[config.mk]
export PLATFORM = sky130hd
export DESIGN_NAME = ring_detect_wake_logic
export DESIGN_NICKNAME = d
export VERILOG_FILES = /design/src/design/ring_detect_wake_logic.v
export VERILOG_INCLUDE_DIRS = /design/src /design/src/design
export SDC_FILE = /design/constraint.sdc
export NUM_CORES = 1
export LEC_CHECK = 0
export BUFFER_PORTS_ARGS = -buffer_cell sky130_fd_sc_hd__buf_4
export CAP_MARGIN = 20
export CORE_MARGIN = 3
export CORE_UTILIZATION = 55
export CTS_CLUSTER_DIAMETER = 100
export DETAILED_ROUTE_END_ITERATION = 16
export GPL_TIMING_DRIVEN = 0
export PLACE_DENSITY_LB_ADDON = 0.25
export SLEW_MARGIN = 20
export SYNTH_ARGS = -nofsm -noshare
export SYNTH_HDL_FRONTEND = slang
export SYNTH_SLANG_ARGS = --single-unit
export TNS_END_PERCENT = 1
[constraint.sdc]
create_clock -name CLK -period 4.9 [get_ports CLK]
set_clock_uncertainty 0.15 [all_clocks]
set_input_delay 0.98 -clock CLK [delete_from_list [all_inputs] [get_ports CLK]]
set_output_delay 0.98 -clock CLK [all_outputs]
set_load 0.01 [all_outputs]
[src/design/ring_wake_map.vh]
// Register map, field positions and timing constants of the ring and wake logic
`ifndef RING_WAKE_MAP_VH
`define RING_WAKE_MAP_VH
`define OFS_POWER       7'h3e
`define OFS_STICKY      7'h50
`define OFS_WAKE_MASK   7'h52
`define OFS_PIN_STATUS  7'h54
`define OFS_LINE_CTL    7'h5c
`define OFS_RING_STAT   7'h5e
`define OFS_LINE_CTL2   7'h62
`define LC_RINGZ        0
`define LC_THRESH       1
`define LC_FULLWAVE     2
`define LC_SLEW         3
`define LC_DCT_LO       4
`define LC_DCT_HI       5
`define LC_RESET        16'h0020
`define LC2_HEADROOM    0
`define LC2_NOATTEN     1
`define LC2_RESET       16'h0000
`define RS_POS          0
`define RS_NEG          1
`define RS_LCS_LO       4
`define RS_LCS_HI       7
`define PWR_LINK_DOWN   12
`define PWR_READY       8'h0f
`define GPIO_OFFHOOK    4
`define GPIO_MONITOR    6
`define STAT_LINE_A     1
`define TAG_READY       15
`define TAG_SLOT1       14
`define TAG_SLOT2       13
`define TAG_SLOT5       10
`define TAG_SLOT12      3
`define SLOT_IDLE       4'hd
`define TAG_LAST_BIT    5'h0f
`define SLOT_LAST_BIT   5'h13
`define DCT_LOWVOLT     2'h1
`define DCT_STANDARD    2'h2
`define DCT_CURLIMIT    2'h3
`define LCS_HEADROOM    4'h6
`define SAMPLE_HIGH     16'h7fff
`define SAMPLE_LOW      16'h8000
`define SAMPLE_REST     16'h04cc
`define ONESHOT_FRAMES  65536
`define CLK_PERIOD_NS   5
`define SLEW_RAMP_NS    20000
`define SLEW_RAMP_CYC   12'hfa0
`endif

[src/design/ring_detect_wake_logic.v]
// Ring detection, wake-on-ring and line control behind the serial codec link
`timescale 1ns/1ps
`include "ring_wake_map.vh"
// Summary of operation
// (RULE1) Threshold select bit drives threshold output
// (RULE2) Ring shown in slot12, status flags, stream
// (RULE3) Full-wave bit clear: positive detection only
// (RULE4) Full-wave bit set: positive or negative
// (RULE5) Half-wave slot bit: retriggerable 65536-frame one-shot
// (RULE6) Negative ring never sets half-wave bit
// (RULE7) Off-hook clears one-shot bit at once
// (RULE8) Full-wave slot bit active low beyond thresholds
// (RULE9) Flags follow positive and negative comparisons
// (RULE10) Stream only when link up, on-hook, unmonitored
// (RULE11) Half-wave samples: low unless ring positive
// (RULE12) Full-wave samples: rest, high, or low
// (RULE13) Sample sign bit toggles at ring frequency
// (RULE14) Controller measures ring frequency
// (RULE15) Ringer impedance bit enables synthesized impedance
// (RULE16) Low power: ring raises serial input
// (RULE17) Serial input held high until warm reset
// (RULE18) Controller checks ready and wake status
// (RULE19) Driver arms sticky and mask, clears status
// (RULE20) Cold reset wake needs sticky reprogramming
// (RULE21) Headroom only in current-limit, low loop current
// (RULE22) Low-voltage mode attenuates; flag skips attenuation
// (RULE23) Slew bit ramps loop current at on-hook
// (RULE24) Controller pulses hook at ten per second
// (RULE25) Controller sets off-hook via slot12 bit
// (RULE26) Termination field selects low, standard, limit
// (RULE27) Ring bit and flags refreshed every frame
module ring_detect_wake_logic #(
	parameter ONESHOT_FRAMES = `ONESHOT_FRAMES
) (
	// Clock and reset
	input  wire       CLK,
	input  wire       RESETN,
	input  wire       CE,
	// Serial codec link
	input  wire       BIT_CLK,
	input  wire       SYNC,
	input  wire       SDATA_OUT,
	output reg        SDATA_IN,
	// Line side sense
	input  wire       RING_POS,
	input  wire       RING_NEG,
	input  wire [3:0] LOOP_CURRENT,
	// Line side control
	output reg        OFF_HOOK,
	output reg        LINE_MONITOR,
	output reg        THRESH_SEL,
	output reg        RINGER_Z,
	output reg  [1:0] DC_TERM,
	output reg        LOWVOLT_MODE,
	output reg        TX_ATTEN,
	output reg        HEADROOM_BOOST,
	output reg        SLEW_RAMP
);

	// Two-stage capture of every asynchronous input
	// The bit clock is slow enough that three clocks of lag cost nothing
	wire [8:0]  raw = {BIT_CLK, SYNC, SDATA_OUT, RING_POS, RING_NEG, LOOP_CURRENT};
	reg  [8:0]  meta;
	reg  [8:0]  syn;
	reg         bclk_prev;
	reg         sync_fall;

	wire        bclk = syn[8];
	wire        sync = syn[7];
	wire        sdo  = syn[6];
	wire        pos  = syn[5];
	wire        neg  = syn[4];
	wire [3:0]  loop_current_code  = syn[3:0];

	wire        rise   = bclk & ~bclk_prev;
	wire        fall   = ~bclk & bclk_prev;
	wire        fstart = fall & sync & ~sync_fall;

	// Registers
	reg  [15:0] sticky_sel;
	reg  [15:0] wake_mask;
	reg  [15:0] pin_sticky;
	reg  [15:0] line_ctl;
	reg  [15:0] line_ctl2;
	reg  [1:0]  ring_flags;
	reg         link_down;

	// Frame position and inbound slots
	reg  [3:0]  slot;
	reg  [4:0]  sbit;
	reg  [18:0] shreg;
	reg  [15:0] tag_in;
	reg  [19:0] cmd_in;
	reg         rd_pend;
	reg  [6:0]  rd_idx;

	// Outbound frame words
	reg  [15:0] tag_out;
	reg  [19:0] s1_out;
	reg  [19:0] s2_out;
	reg  [19:0] s5_out;
	reg  [19:0] s12_out;

	// Ring state
	reg         ring_bit;
	reg  [16:0] os_cnt;
	reg         wake_hold;
	reg         sync_hi;
	reg  [11:0] ramp_cnt;

	// Two-entry sample buffer
	reg  [15:0] buf_mem [0:1];
	reg         buf_wp;
	reg         buf_rp;
	reg  [1:0]  buf_cnt;

	wire        fullwave = line_ctl[`LC_FULLWAVE];
	wire [1:0]  dc_termination_select      = line_ctl[`LC_DCT_HI:`LC_DCT_LO];
	wire        detect   = pos | (fullwave & neg); // (RULE3) (RULE4) (RULE6)

	// Next frame position
	wire [19:0] word     = {shreg, sdo};
	wire        slot_end = (slot == 4'h0) ? (sbit == `TAG_LAST_BIT) : (sbit == `SLOT_LAST_BIT);
	wire [3:0]  nslot    = slot_end ? slot + 4'h1 : slot;
	wire [4:0]  nsbit    = slot_end ? 5'h00 : sbit + 5'h01;
	wire        nlast    = (nslot == 4'h0) ? (nsbit == `TAG_LAST_BIT) : (nsbit == `SLOT_LAST_BIT);
	wire        advance  = fall & ~fstart & (slot != `SLOT_IDLE);
	wire        take     = advance & nlast;

	// Register write and read decode
	wire        wr_en   = take & (nslot == 4'h2) & tag_in[`TAG_SLOT1] & tag_in[`TAG_SLOT2] & ~cmd_in[19];
	wire        rd_req  = take & (nslot == 4'h2) & tag_in[`TAG_SLOT1] & cmd_in[19];
	wire [6:0]  wr_idx  = cmd_in[18:12];
	wire [15:0] wr_data = word[19:4];

	// Hook control from slot 12
	wire        gpio_ok   = take & (nslot == 4'hc) & tag_in[`TAG_SLOT12];
	wire        hook_rise = gpio_ok & word[`GPIO_OFFHOOK] & ~OFF_HOOK;
	wire        hook_fall = gpio_ok & ~word[`GPIO_OFFHOOK] & OFF_HOOK;

	// Pin status: live level or sticky copy
	wire [15:0] pin_live   = {14'h0000, detect | ring_bit, 1'b0};
	wire [15:0] pin_status = (pin_live & ~sticky_sel) | (pin_sticky & sticky_sel);
	wire [15:0] clr_mask   = (wr_en && wr_idx == `OFS_PIN_STATUS) ? wr_data : 16'hffff;
	wire [15:0] next_sticky = (pin_sticky & clr_mask) | (pin_live & sticky_sel);

	// Ring sample for the stream
	wire [15:0] sample = pos ? `SAMPLE_HIGH :
		(fullwave ? (neg ? `SAMPLE_LOW : `SAMPLE_REST) : `SAMPLE_LOW); // (RULE11) (RULE12) (RULE13)

	// Popping only while the link is usable keeps samples held through a stall
	wire        link_ok   = ~link_down & ~OFF_HOOK & ~LINE_MONITOR; // (RULE10)
	wire        buf_push  = fstart & (buf_cnt != 2'h2);
	wire        buf_pop   = fstart & link_ok & (buf_cnt != 2'h0);
	// Wake looks at sticky status so a short ring burst is not missed
	wire        wake_want = link_down & ((pin_status & wake_mask) != 16'h0000);

	reg  [15:0] rd_data;
	reg         out_bit;

	// Read mux
	always @* begin
		case (rd_idx)
			`OFS_POWER:      rd_data = {3'h0, link_down, 4'h0, link_down ? 8'h00 : `PWR_READY};
			`OFS_STICKY:     rd_data = sticky_sel;
			`OFS_WAKE_MASK:  rd_data = wake_mask;
			`OFS_PIN_STATUS: rd_data = pin_status;
			`OFS_LINE_CTL:   rd_data = line_ctl;
			`OFS_RING_STAT:  rd_data = {8'h00, loop_current_code, 2'h0, ring_flags}; // (RULE2)
			`OFS_LINE_CTL2:  rd_data = line_ctl2;
			default:         rd_data = 16'h0000;
		endcase
	end

	// Outbound bit at the current frame position
	always @* begin
		case (slot)
			4'h0:    out_bit = tag_out[4'hf - sbit[3:0]];
			4'h1:    out_bit = s1_out[5'h13 - sbit];
			4'h2:    out_bit = s2_out[5'h13 - sbit];
			4'h5:    out_bit = s5_out[5'h13 - sbit];
			4'hc:    out_bit = s12_out[5'h13 - sbit];
			default: out_bit = 1'b0;
		endcase
	end

	always @(posedge CLK or negedge RESETN) begin
		if (!RESETN) begin
			meta           <= 9'h000;
			syn            <= 9'h000;
			bclk_prev      <= 1'b0;
			sync_fall      <= 1'b0;
			sticky_sel     <= 16'h0000;
			wake_mask      <= 16'h0000;
			pin_sticky     <= 16'h0000; // (RULE20)
			line_ctl       <= `LC_RESET;
			line_ctl2      <= `LC2_RESET;
			ring_flags     <= 2'h0;
			link_down      <= 1'b0;
			slot           <= `SLOT_IDLE;
			sbit           <= 5'h00;
			shreg          <= 19'h00000;
			tag_in         <= 16'h0000;
			cmd_in         <= 20'h00000;
			rd_pend        <= 1'b0;
			rd_idx         <= 7'h00;
			tag_out        <= 16'h0000;
			s1_out         <= 20'h00000;
			s2_out         <= 20'h00000;
			s5_out         <= 20'h00000;
			s12_out        <= 20'h00000;
			ring_bit       <= 1'b0;
			os_cnt         <= 17'h00000;
			wake_hold      <= 1'b0;
			sync_hi        <= 1'b0;
			ramp_cnt       <= 12'h000;
			buf_mem[0]     <= 16'h0000;
			buf_mem[1]     <= 16'h0000;
			buf_wp         <= 1'b0;
			buf_rp         <= 1'b0;
			buf_cnt        <= 2'h0;
			SDATA_IN       <= 1'b0;
			OFF_HOOK       <= 1'b0;
			LINE_MONITOR   <= 1'b0;
			THRESH_SEL     <= 1'b0;
			RINGER_Z       <= 1'b0;
			DC_TERM        <= `DCT_STANDARD;
			LOWVOLT_MODE   <= 1'b0;
			TX_ATTEN       <= 1'b0;
			HEADROOM_BOOST <= 1'b0;
			SLEW_RAMP      <= 1'b0;
		end else if (CE) begin
			meta      <= raw;
			syn       <= meta;
			bclk_prev <= bclk;

			// Frame position: link sampled on falling bit clock edges
			if (fall) begin
				sync_fall <= sync;
			end
			if (fstart) begin
				slot  <= 4'h0;
				sbit  <= 5'h00;
				shreg <= {18'h00000, sdo};
			end else if (advance) begin
				slot  <= nslot;
				sbit  <= nsbit;
				shreg <= word[18:0];
			end

			// Completed inbound slots
			if (take && nslot == 4'h0) begin
				tag_in <= word[15:0];
			end
			if (take && nslot == 4'h1) begin
				cmd_in <= word;
			end
			if (rd_req) begin
				rd_pend <= 1'b1;
				rd_idx  <= cmd_in[18:12];
			end
			if (gpio_ok) begin
				OFF_HOOK     <= word[`GPIO_OFFHOOK];
				LINE_MONITOR <= word[`GPIO_MONITOR];
			end

			// Register writes
			if (wr_en) begin
				case (wr_idx)
					`OFS_POWER:     link_down  <= wr_data[`PWR_LINK_DOWN];
					`OFS_STICKY:    sticky_sel <= wr_data;
					`OFS_WAKE_MASK: wake_mask  <= wr_data;
					`OFS_LINE_CTL:  line_ctl   <= wr_data;
					`OFS_LINE_CTL2: line_ctl2  <= wr_data;
					default:        ;
				endcase
			end

			// Sticky status: a new event wins over a clearing write
			pin_sticky <= next_sticky;

			// Frame-rate refresh of flags, slot bit and outbound words
			if (fstart) begin
				ring_flags <= {neg, pos}; // (RULE9) (RULE27)
				if (fullwave) begin
					ring_bit <= ~detect; // (RULE8) (RULE27)
					os_cnt   <= 17'h00000;
				end else if (pos) begin
					os_cnt   <= ONESHOT_FRAMES[16:0]; // (RULE5)
					ring_bit <= 1'b1;
				end else if (os_cnt != 17'h00000) begin
					os_cnt <= os_cnt - 17'h00001;
					if (os_cnt == 17'h00001) begin
						ring_bit <= 1'b0; // (RULE5)
					end
				end else begin
					// A bit left over from full-wave mode must not linger
					ring_bit <= 1'b0; // (RULE6)
				end
				tag_out <= {~link_down, rd_pend, rd_pend, 2'h0, buf_pop, 6'h00, ~link_down, 3'h0};
				s1_out  <= {1'b0, rd_idx, 12'h000};
				s2_out  <= {rd_data, 4'h0};
				s12_out <= {14'h0000, ring_bit, 5'h00}; // (RULE2)
				// A read answer is offered in one frame only
				rd_pend <= 1'b0;
				if (buf_pop) begin
					s5_out <= {buf_mem[buf_rp], 4'h0}; // (RULE2) (RULE10)
				end
			end

			// The off-hook event overrides whatever count is left
			if (hook_rise && !fullwave) begin
				ring_bit <= 1'b0; // (RULE7)
				os_cnt   <= 17'h00000;
			end

			// Sample buffer; a stalled link lets it fill and stops the producer
			if (buf_push) begin
				buf_mem[buf_wp] <= sample;
				buf_wp          <= ~buf_wp;
			end
			if (buf_pop) begin
				buf_rp <= ~buf_rp;
			end
			if (buf_push && !buf_pop) begin
				buf_cnt <= buf_cnt + 2'h1;
			end else if (buf_pop && !buf_push) begin
				buf_cnt <= buf_cnt - 2'h1;
			end

			// Wake: the bit clock is stopped, so this runs on CLK alone
			if (wake_want) begin
				wake_hold <= 1'b1; // (RULE16)
			end
			if (link_down && sync) begin
				sync_hi <= 1'b1;
			end
			if (sync_hi && !sync) begin
				sync_hi   <= 1'b0;
				link_down <= 1'b0; // (RULE17)
				wake_hold <= 1'b0;
			end

			// Serial input: wake level in low power, frame bits otherwise
			if (link_down) begin
				SDATA_IN <= wake_hold; // (RULE16) (RULE17)
			end else if (rise) begin
				SDATA_IN <= out_bit; // (RULE2)
			end

			// On-hook current ramp for spark quenching
			if (hook_fall && line_ctl[`LC_SLEW]) begin
				ramp_cnt <= `SLEW_RAMP_CYC; // (RULE23)
			end else if (ramp_cnt != 12'h000) begin
				ramp_cnt <= ramp_cnt - 12'h001;
			end
			SLEW_RAMP <= ramp_cnt != 12'h000; // (RULE23)

			// Line side control levels
			THRESH_SEL     <= line_ctl[`LC_THRESH]; // (RULE1)
			RINGER_Z       <= line_ctl[`LC_RINGZ]; // (RULE15)
			DC_TERM        <= dc_termination_select; // (RULE26)
			TX_ATTEN       <= dc_termination_select == `DCT_LOWVOLT; // (RULE22)
			LOWVOLT_MODE   <= (dc_termination_select == `DCT_LOWVOLT) ||
				(dc_termination_select == `DCT_STANDARD && line_ctl2[`LC2_NOATTEN]); // (RULE22)
			// Headroom is refused outside current-limit mode or with high loop current
			HEADROOM_BOOST <= line_ctl2[`LC2_HEADROOM] &&
				dc_termination_select == `DCT_CURLIMIT && loop_current_code < `LCS_HEADROOM; // (RULE21)
		end
	end

endmodule // ring_detect_wake_logic

==> qor.yml, run 1 <==
status: "completed"
ir_drop_mv: 0.361
max_slew_margin_pct: 30.4
ys_types: 81
syn_nets: 993
fin_crit_sh_pct: 92.8
switching_share_pct: 29.5
post_cts_buffers: 0
syn2layout_area_growth_pct: 13.2
cts_tree: "yes"
layout_commonest_cell: "dfrtp_1"
synthArstFlopShare_pct: 100
fin_setup_tns_ns: 0
seq_area_frac_synth_pct: 53.0
synth_flop_cell: "dfrtp_1"
worstRegToRegCells: 10
portBuffers: 21
nFillCells: 1510
wirelength_mm: 26.5
cts.path.max_buffers: 3
die_y_um: 147
drtAntennaViolNets: 0
internal_power_mw: 3.91
endpoint_kind: "register"
drv_slew: 0
fmax_mhz: 220
p_leak_nw: 5.76
clock_sinks: 233
drt-vias-per-instance: 6.13
initial_core_util_pct: 56.2
cp_max_fo: 10
netlist_top_cells_area: "dfrtp_1 (52%), mux2_2 (12%), nand2_1 (3.1%), nor2_1 (2.1%), a22o_1 (1.7%)"
grt.overflow.total: 0
start_kind: "register"
required_ns: 5.17
final_hold_viol_count: 0
drt-initial-drc-count: 681
rr_endpoint: "pin_sticky[9]$_DFFE_PN0P_"
dpl_cell_area_um2: 11600
p_comb_share_pct: 19.4
worst_pin_slew_ns: 1.04
reg2reg_from: "slot[1]$_DFFE_PN0P_"
power_frac_clock_pct: 36.3
cts_hold_buf: 0
first_pass_iters: 6
synthesis.area_um2: 11000
via_count: 7987
drcViolationCount: 0
design_area_um2: 12500
finalCriticalPeriod_ns: 4.55
cts_resized: 0
grt_pass1_vias: 7891
die_area_um2: 21700
gp_congestion: 0.870
setup_violations: 0
clk_transition_reported_paths_ns: 0.06
grt_max_degree: 95
wire_per_inst_um: 20.4
drive_gt1_share_pct: 21.0
antenna_found_initial: 0
hpwl_mm: 17.9
track_usage_pct: 24.8
final_cell_mix: "dfrtp_1 (228), mux2_2 (122), nand2_1 (91)"
syn_area_per_cell_um2: 11.4
crit_type: "reg -> reg"
p_seq_share_pct: 44.3
seq_area_um2: 5840
totalPowerFinal_mw: 5.54
yosys.area.top_type: "dfrtp_1"
p_sw_mw: 1.63
worstPathArrival_ns: 4.82
fin_nets: 1043
fp-row-count: 51
multi_input_area_um2: 4870
core_um2: 19600
cap_violations: 0
yosysWarnings: 0
grt_pass1_wl_mm: 43.1
die_w_um: 147
synth_top_cell_area_share_pct: 51.8
synth_edf_count: 0
synth_cells: 969
io_pins: 23
ys_ff_latch: 233
cts-root-buf: "clkbuf_16"
antenna_cells: 0
clock_latency_ns: 0.53
rsz0062_at_grt: "false"
min_path_type: "in -> async"
cts_made_buffers: 25
ctsHtreeMaxLevel: 1
powerDensity_nw_per_um2: 445
reg2reg_setup_slack_ns: 0.35
## power groups by stage
stage          logic [mW]  clock network [mW]  registers [mW]
6_report             1.08                2.01            2.45
3_5_place_dp         1.06                   0            2.47
2_1_floorplan       0.805                   0            2.38
5_1_grt              1.20                2.12            2.49
3_3_place_gp         1.03                   0            2.47
4_1_cts              1.07                2.04            2.45
## per-layer routing
metal | vias to the layer above | routed length (um) | track usage, %
met4 | 0 | 639 | 7.69
li1 | 3679 | - | -
met1 | 4029 | 11800 | 34.7
met2 | 230 | 12900 | 40.9
met3 | 49 | 1240 | 3.16
met5 | - | 0 | 0
## cells by family (layout without fill, tap and decap cells)
group	after synthesis	in the layout	synth area share, %
AOI/OAI and AO/OA	211	211	13.9
and+or+nand+nor	289	289	13.5
adders and majority gates	12	12	1.36
xor gates and xnor gates	15	15	1.19
DFF	233	233	53.0
buffers and inverters	74	143	2.73
muxes	135	135	14.3
## worst max-delay path, stage by stage (launching register included)
cell      delay [ns]
dfrtp_1         0.46
inv_1           0.13
ha_1            0.25
or3b_2          0.53
a21oi_2         0.39
mux2_2          0.42
mux2_4          0.33
nor3_4          0.50
nand4_1         0.53
clkbuf_1        0.45
o21a_1          0.28
## final cells by class
type                            instances  area share [%]
Inverter                               24           0.723
Timing Repair Buffer                   23            1.77
Clock inverter                          8            1.25
Buffer                                 50            1.69
Clock buffer                           38            5.90
Sequential cell                       233            46.9
Tap cell                              265            2.66
Multi-Input combinational cell        662            39.1
## flip-flops by register name (all words and copies together) (netlist names), 8 cells and up
register    count
line_ctl       16
ramp_cnt       12
cmd_in          8
meta            9
pin_sticky     16
s2_out         16
shreg          19
sticky_sel     16
syn             9
line_ctl2      16
os_cnt         17
wake_mask      16
## Yosys cell counts (7+ instances only)
cell type    n
a21o_1      12
a21oi_1     31
a222oi_1     9
a22o_1      21
a22oi_1      8
a31oi_1     24
and2_1       8
buf_1       11
clkbuf_1    30
dfrtp_1    228
ha_1        12
inv_1       23
mux2_2     122
mux2i_1      7
nand2_1     91
nand2b_1     9
nand3_1     24
nand4_1      7
nor2_1      61
nor2b_1     12
nor3_1      22
nor4_1       8
o21a_1      22
o21ai_0     25
o22ai_1      7
xnor2_1     10
## worst max path at each step
stage	from	to	slack, ns
after floorplan	slot[1]$_DFFE_PN0P_	wake_mask[10]$_DFFE_PN0P_	1.24
after global placement	slot[1]$_DFFE_PN0P_	pin_sticky[5]$_DFFE_PN0P_	0.49
after detailed placement	slot[1]$_DFFE_PN0P_	pin_sticky[11]$_DFFE_PN0P_	0.45
after CTS	slot[1]$_DFFE_PN0P_	pin_sticky[11]$_DFFE_PN0P_	0.39
after global routing	slot[1]$_DFFE_PN0P_	pin_sticky[9]$_DFFE_PN0P_	0.25
final	slot[1]$_DFFE_PN0P_	pin_sticky[9]$_DFFE_PN0P_	0.35
## per-stage QoR
stage | hold WS, ns | util (%) | cells | worst slack, ns
6_report | 0.213 | 63.6 | 1303 | 0.355
5_1_grt | 0.240 | 63.6 | 1303 | 0.246
4_1_cts | 0.230 | 63.6 | 1303 | 0.385
3_5_place_dp | 0.312 | 59.0 | 1257 | 0.455
3_3_place_gp | 0.307 | 58.7 | 1255 | 0.494
2_1_floorplan | 0.290 | - | 969 | 1.24
Note: power is estimated with default switching activity, not from simulation.
==> run 2: changes to the inputs <==
Settings changed: BUFFER_PORTS_ARGS -buffer_cell sky130_fd_sc_hd__buf_4 to unset, DONT_BUFFER_PORTS set to 1, SKIP_LAST_GASP set to 1.
Clock period 4.9 ns to 4.7 ns, I/O delays scaled along.
==> qor.yml, run 2 (synthesized netlist as in run 1, its figures left out) <==
die_y_um: 147  # unchanged
fp-row-count: 51  # unchanged
drive_gt1_share_pct: 19.3  # was 21.0%
hpwl_mm: 17.8  # was 17.9 mm
grt.overflow.total: 0  # unchanged
start_kind: "register"  # unchanged
fin_setup_tns_ns: 0  # unchanged
p_leak_nw: 5.60  # was 5.76 nW
drv_slew: 0  # unchanged
top_register: "shreg"  # unchanged
core_um2: 19600  # unchanged
antenna_found_initial: 0  # unchanged
drt-initial-drc-count: 763  # was 681
crit_buf_inv: 2  # unchanged
cp_top_family: "simple AND/OR/NAND/NOR gates"  # unchanged
cp_max_fo: 10  # unchanged
status: "complete, but fails checks"  # was completed
finalCriticalPeriod_ns: 4.45  # was 4.55 ns
cts_tree: "yes"  # unchanged
fin_nets: 1021  # was 1043
initial_core_util_pct: 56.2  # unchanged
required_ns: 4.97  # was 5.17 ns
min_path_type: "in -> async"  # unchanged
top_regs: "shreg (19), os_cnt (17)"  # unchanged
worstPathArrival_ns: 4.72  # was 4.82 ns
final_core_util_pct: 62.1  # was 63.6%
largest_reg_flops: 19  # unchanged
die_area_um2: 21700  # unchanged
rsz0062_at_grt: "false"  # unchanged
cap_violations: 0  # unchanged
endpoint_kind: "register"  # unchanged
syn2layout_area_growth_pct: 10.5  # was 13.2%
reg2reg_from: "slot[1]$_DFFE_PN0P_"  # unchanged
ctsHtreeMaxLevel: 1  # unchanged
max_slew_margin_pct: 30.9  # was 30.4%
worstRegToRegCells: 10  # unchanged
clock_sinks: 233  # unchanged
clk_transition_reported_paths_ns: 0.06  # about the same
fmax_mhz: 225  # was 220 MHz
wire_per_inst_um: 20.4  # about the same
startpoint: "slot[1]$_DFFE_PN0P_"  # unchanged
post_cts_buffers: 0  # unchanged
hold_ws_ns: -0.0194  # was 0.213 ns
first_pass_iters: 8  # was 6
gp_congestion: 0.917  # was 0.870
cts-root-buf: "clkbuf_16"  # unchanged
track_usage_pct: 24.3  # was 24.8%
finalWorstSetupSlack_ns: 0.248  # was 0.355 ns
cpPeakStageDelay_ns: 0.51  # was 0.53 ns
crit_type: "reg -> reg"  # unchanged
rr_endpoint: "pin_sticky[9]$_DFFE_PN0P_"  # unchanged
via_count: 7883  # was 7987
violations: "hold timing"
slowest_stage: "or3b_2"  # unchanged
clock_latency_ns: 0.53  # about the same
io_pins: 23  # unchanged
wirelength_mm: 26.1  # was 26.5 mm
grt_pass1_vias: 7715  # was 7891
drtAntennaViolNets: 0  # unchanged
worst_pin_slew_ns: 1.03  # was 1.04 ns
cts_made_buffers: 25  # unchanged
final_cell_mix: "dfrtp_1 (228), mux2_2 (122), nand2_1 (91)"  # unchanged
drcViolationCount: 0  # unchanged
antenna_cells: 0  # unchanged
cts.path.max_buffers: 3  # unchanged
cts_resized: 0  # unchanged
portBuffers: 0  # was 21
reg2reg_setup_slack_ns: 0.25  # was 0.35 ns
fin_crit_sh_pct: 94.7  # was 92.8%
powerDensity_nw_per_um2: 458  # was 445 nW/um^2
cp_cell_sequence: "inv_1, ha_1, or3b_2, a21oi_2, mux2_2, mux2_4, nor3_4, nand4_1, clkbuf_1, o21a_1"  # unchanged
ir_drop_mv: 0.519  # was 0.361 mV
grt_max_degree: 234  # was 95
grt_pass1_wl_mm: 42.2  # was 43.1 mm
die_w_um: 147  # unchanged
setup_violations: 0  # unchanged
layout_commonest_cell: "dfrtp_1"  # unchanged
pre_cts_slack_ns: 0.343  # was 0.455 ns
drt-vias-per-instance: 6.16  # was 6.13
final_hold_viol_count: 19  # was 0
## run 2: cell count changes in the layout (fill, tap and decap cells not counted), moves of 2 or more
cell,before,now
clkbuf_8,6,2
clkbuf_1,37,35
clkinv_4,0,3
clkinv_2,3,5
bufinv_16,4,2
buf_16,2,0
buf_4,22,2
## run 2: through the flow
stage               instance area (um^2)  std cells  power (mW)  hold slack [ns]
detailed placement                 11300       1235        3.65            0.314
global route                       12200       1279        5.85          -0.0525
global placement                   11300       1234        3.60            0.306
finish                             12200       1279        5.57          -0.0194
floorplan                          11000        969        3.33            0.290
CTS                                12200       1279        5.60          -0.0451
## run 2: routing by layer
metal	wire length [um]	up-vias	global-route usage, %
met1	11300	3936	32.8
met5	0	-	0
li1	-	3638	-
met3	1560	65	5.09
met2	12300	244	39.5
met4	988	0	8.39
## run 2: how the worst max path moves through the flow
stage	slack, ns	to	cells after the start
after floorplan	1.04	wake_mask[10]$_DFFE_PN0P_	11
after global routing	0.06	pin_sticky[14]$_DFFE_PN0P_	10
after global placement	0.37	pin_sticky[10]$_DFFE_PN0P_	10
after CTS	0.32	pin_sticky[9]$_DFFE_PN0P_	10
final	0.25	pin_sticky[9]$_DFFE_PN0P_	10
after detailed placement	0.34	pin_sticky[10]$_DFFE_PN0P_	10
## run 2: power by group
group | switching (mW) | total [mW] | internal (mW)
Clock | 0.811 | 1.94 | 1.13
Sequential | 0.284 | 2.57 | 2.28
Combinational | 0.588 | 1.06 | 0.474
## run 2: layout make-up
| class | count | area [um^2] |
|---|---|---|
| Fill cell | 1537 | 7430 |
| Sequential cell | 233 | 5840 |
| Multi-Input combinational cell | 662 | 4870 |
| Clock buffer | 32 | 672 |
| Tap cell | 265 | 332 |
| Buffer | 50 | 210 |
| Clock inverter | 12 | 140 |
| Inverter | 24 | 90.1 |
| Timing Repair Buffer | 1 | 5.00 |
==> run 3: changes to the inputs <==
Settings changed: CAP_MARGIN 20 to 15, MAX_ROUTING_LAYER set to met4.
==> qor.yml, run 3 (synthesized netlist as in run 1, its figures left out) <==
antenna_found_initial: 0  # unchanged
cts_tree: "yes"  # unchanged
grt_pass1_wl_mm: 42.3  # was 42.2 mm
track_usage_pct: 24.9  # was 24.3%
drcViolationCount: 0  # unchanged
cp_max_fo: 10  # unchanged
grt_max_degree: 234  # unchanged
p_seq_share_pct: 44.4  # was 46.1%
switching_share_pct: 29.4  # was 30.2%
ir_drop_mv: 0.331  # was 0.519 mV
slowest_stage: "or3b_2"  # unchanged
post_cts_buffers: 0  # unchanged
startpoint: "slot[1]$_DFFE_PN0P_"  # unchanged
cts-root-buf: "clkbuf_16"  # unchanged
setup_violations: 0  # unchanged
die_y_um: 147  # unchanged
largest_reg_flops: 19  # unchanged
syn2layout_area_growth_pct: 11.4  # was 10.5%
cpPeakStageDelay_ns: 0.51  # about the same
reg2reg_setup_slack_ns: 0.38  # was 0.25 ns
layout_commonest_cell: "dfrtp_1"  # unchanged
die_area_um2: 21700  # unchanged
required_ns: 4.98  # was 4.97 ns
top_regs: "shreg (19), os_cnt (17)"  # unchanged
clk_transition_reported_paths_ns: 0.06  # about the same
die_w_um: 147  # unchanged
wirelength_mm: 26.2  # was 26.1 mm
top_register: "shreg"  # unchanged
endpoint_kind: "register"  # unchanged
initial_core_util_pct: 56.2  # unchanged
drive_gt1_share_pct: 19.6  # was 19.3%
drv_slew: 0  # unchanged
nFillCells: 1566  # was 1537
internal_power_mw: 4.07  # was 3.89 mW
violations: "hold timing"  # unchanged
cts.path.max_buffers: 3  # unchanged
final_cell_mix: "dfrtp_1 (228), mux2_2 (122), nand2_1 (91)"  # unchanged
clock_sinks: 233  # unchanged
fin_nets: 1021  # unchanged
worstRegToRegCells: 10  # unchanged
hold_ws_ns: -0.0395  # was -0.0194 ns
clock_latency_ns: 0.53  # about the same
grt.overflow.total: 0  # unchanged
cts_made_buffers: 25  # unchanged
dpl_cell_area_um2: 11300  # unchanged
p_comb_share_pct: 18.6  # was 19.1%
fin_setup_tns_ns: 0  # unchanged
seq_area_um2: 5840  # unchanged
multi_input_area_um2: 4880  # was 4870 um^2
worst_pin_slew_ns: 0.882  # was 1.03 ns
min_path_type: "in -> async"  # unchanged
grt_pass1_vias: 7752  # was 7715
io_pins: 23  # unchanged
rsz0062_at_grt: "false"  # unchanged
power_frac_clock_pct: 37.0  # was 34.9%
cap_violations: 0  # unchanged
design_area_um2: 12300  # was 12200 um^2
drt-vias-per-instance: 6.16  # about the same
core_um2: 19600  # unchanged
drt-initial-drc-count: 688  # was 763
portBuffers: 0  # unchanged
final_hold_viol_count: 15  # was 19
rr_endpoint: "pin_sticky[7]$_DFFE_PN0P_"  # was pin_sticky[9]$_DFFE_PN0P_
first_pass_iters: 5  # was 8
cp_cell_sequence: "inv_1, ha_1, or3b_2, a21oi_2, mux2_2, mux2_4, nor3_4, nand4_1, clkbuf_1, o21a_1"  # unchanged
cts_resized: 0  # unchanged
powerDensity_nw_per_um2: 470  # was 458 nW/um^2
antenna_cells: 0  # unchanged
ctsHtreeMaxLevel: 1  # unchanged
p_leak_nw: 5.64  # was 5.60 nW
hpwl_mm: 17.8  # about the same
status: "complete, but fails checks"  # unchanged
fin_crit_sh_pct: 91.9  # was 94.7%
fmax_mhz: 232  # was 225 MHz
reg2reg_from: "slot[1]$_DFFE_PN0P_"  # unchanged
crit_type: "reg -> reg"  # unchanged
fp-row-count: 51  # unchanged
worstPathArrival_ns: 4.59  # was 4.72 ns
start_kind: "register"  # unchanged
finalCriticalPeriod_ns: 4.32  # was 4.45 ns
via_count: 7897  # was 7883
gp_congestion: 0.948  # was 0.917
max_slew_margin_pct: 40.7  # was 30.9%
drtAntennaViolNets: 0  # unchanged
wire_per_inst_um: 20.4  # about the same
p_sw_mw: 1.70  # was 1.68 mW
run 3: changes by cell type in the layout (fill, tap and decap cells not counted), sizes merged:
cell | previous run | this run
bufinv | 2 | 5
clkinv | 9 | 7
clkbuf | 62 | 63
clkinvlp | 0 | 1
inv | 25 | 24
run 3: how the worst max path moves through the flow:
stage | depth (start not counted) | endpoint | slack [ns]
floorplan | 11 | wake_mask[10]$_DFFE_PN0P_ | 1.04
global placement | 12 | pin_sticky[10]$_DFFE_PN0P_ | 0.38
detailed placement | 10 | pin_sticky[11]$_DFFE_PN0P_ | 0.38
CTS | 12 | pin_sticky[11]$_DFFE_PN0P_ | 0.38
global route | 12 | pin_sticky[5]$_DFFE_PN0P_ | 0.18
finish | 10 | pin_sticky[7]$_DFFE_PN0P_ | 0.38
run 3: per-layer routing:
metal	GRT usage [%]	up-vias	wire [um]
met2	38.4	240	12300
met4	8.62	0	836
met5	-	-	0
met3	4.02	61	1530
met1	33.9	3950	11600
li1	-	3646	-
run 3: metrics by stage:
stage	hold slack [ns]	total power [mW]	worst slack (ns)	utilization (%)	cells
after floorplan	0.290	3.33	1.04	-	969
after global routing	-0.0544	6.03	0.180	62.6	1281
after CTS	-0.0495	5.79	0.385	62.5	1281
after global placement	0.304	3.62	0.385	57.9	1234
final	-0.0395	5.77	0.382	62.6	1281
after detailed placement	0.314	3.65	0.385	57.9	1235
run 3: worst max-delay path: cells and delay by family (launching register included):
kind,cells,cell delay (ns)
mux,2,0.75
simple gates,3,1.39
flops,1,0.47
buf+inv,2,0.55
fa+ha+maj,1,0.24
compound gates,2,0.64
run 3: cell type report:
cell class | count | area share, %
inverter | 24 | 0.735
sequential | 233 | 47.6
timing repair buffer | 1 | 0.0408
buffer | 50 | 1.71
clock inverter | 13 | 1.79
multi-input combinational | 662 | 39.8
clock buffer | 33 | 5.59
tap | 265 | 2.70
run 3: power by group through the flow:
stage	registers, mW	clock network (mW)	logic (mW)
CTS	2.56	2.16	1.06
detailed placement	2.59	0	1.06
floorplan	2.49	0	0.839
finish	2.56	2.13	1.07
global placement	2.58	0	1.04
global route	2.59	2.24	1.19
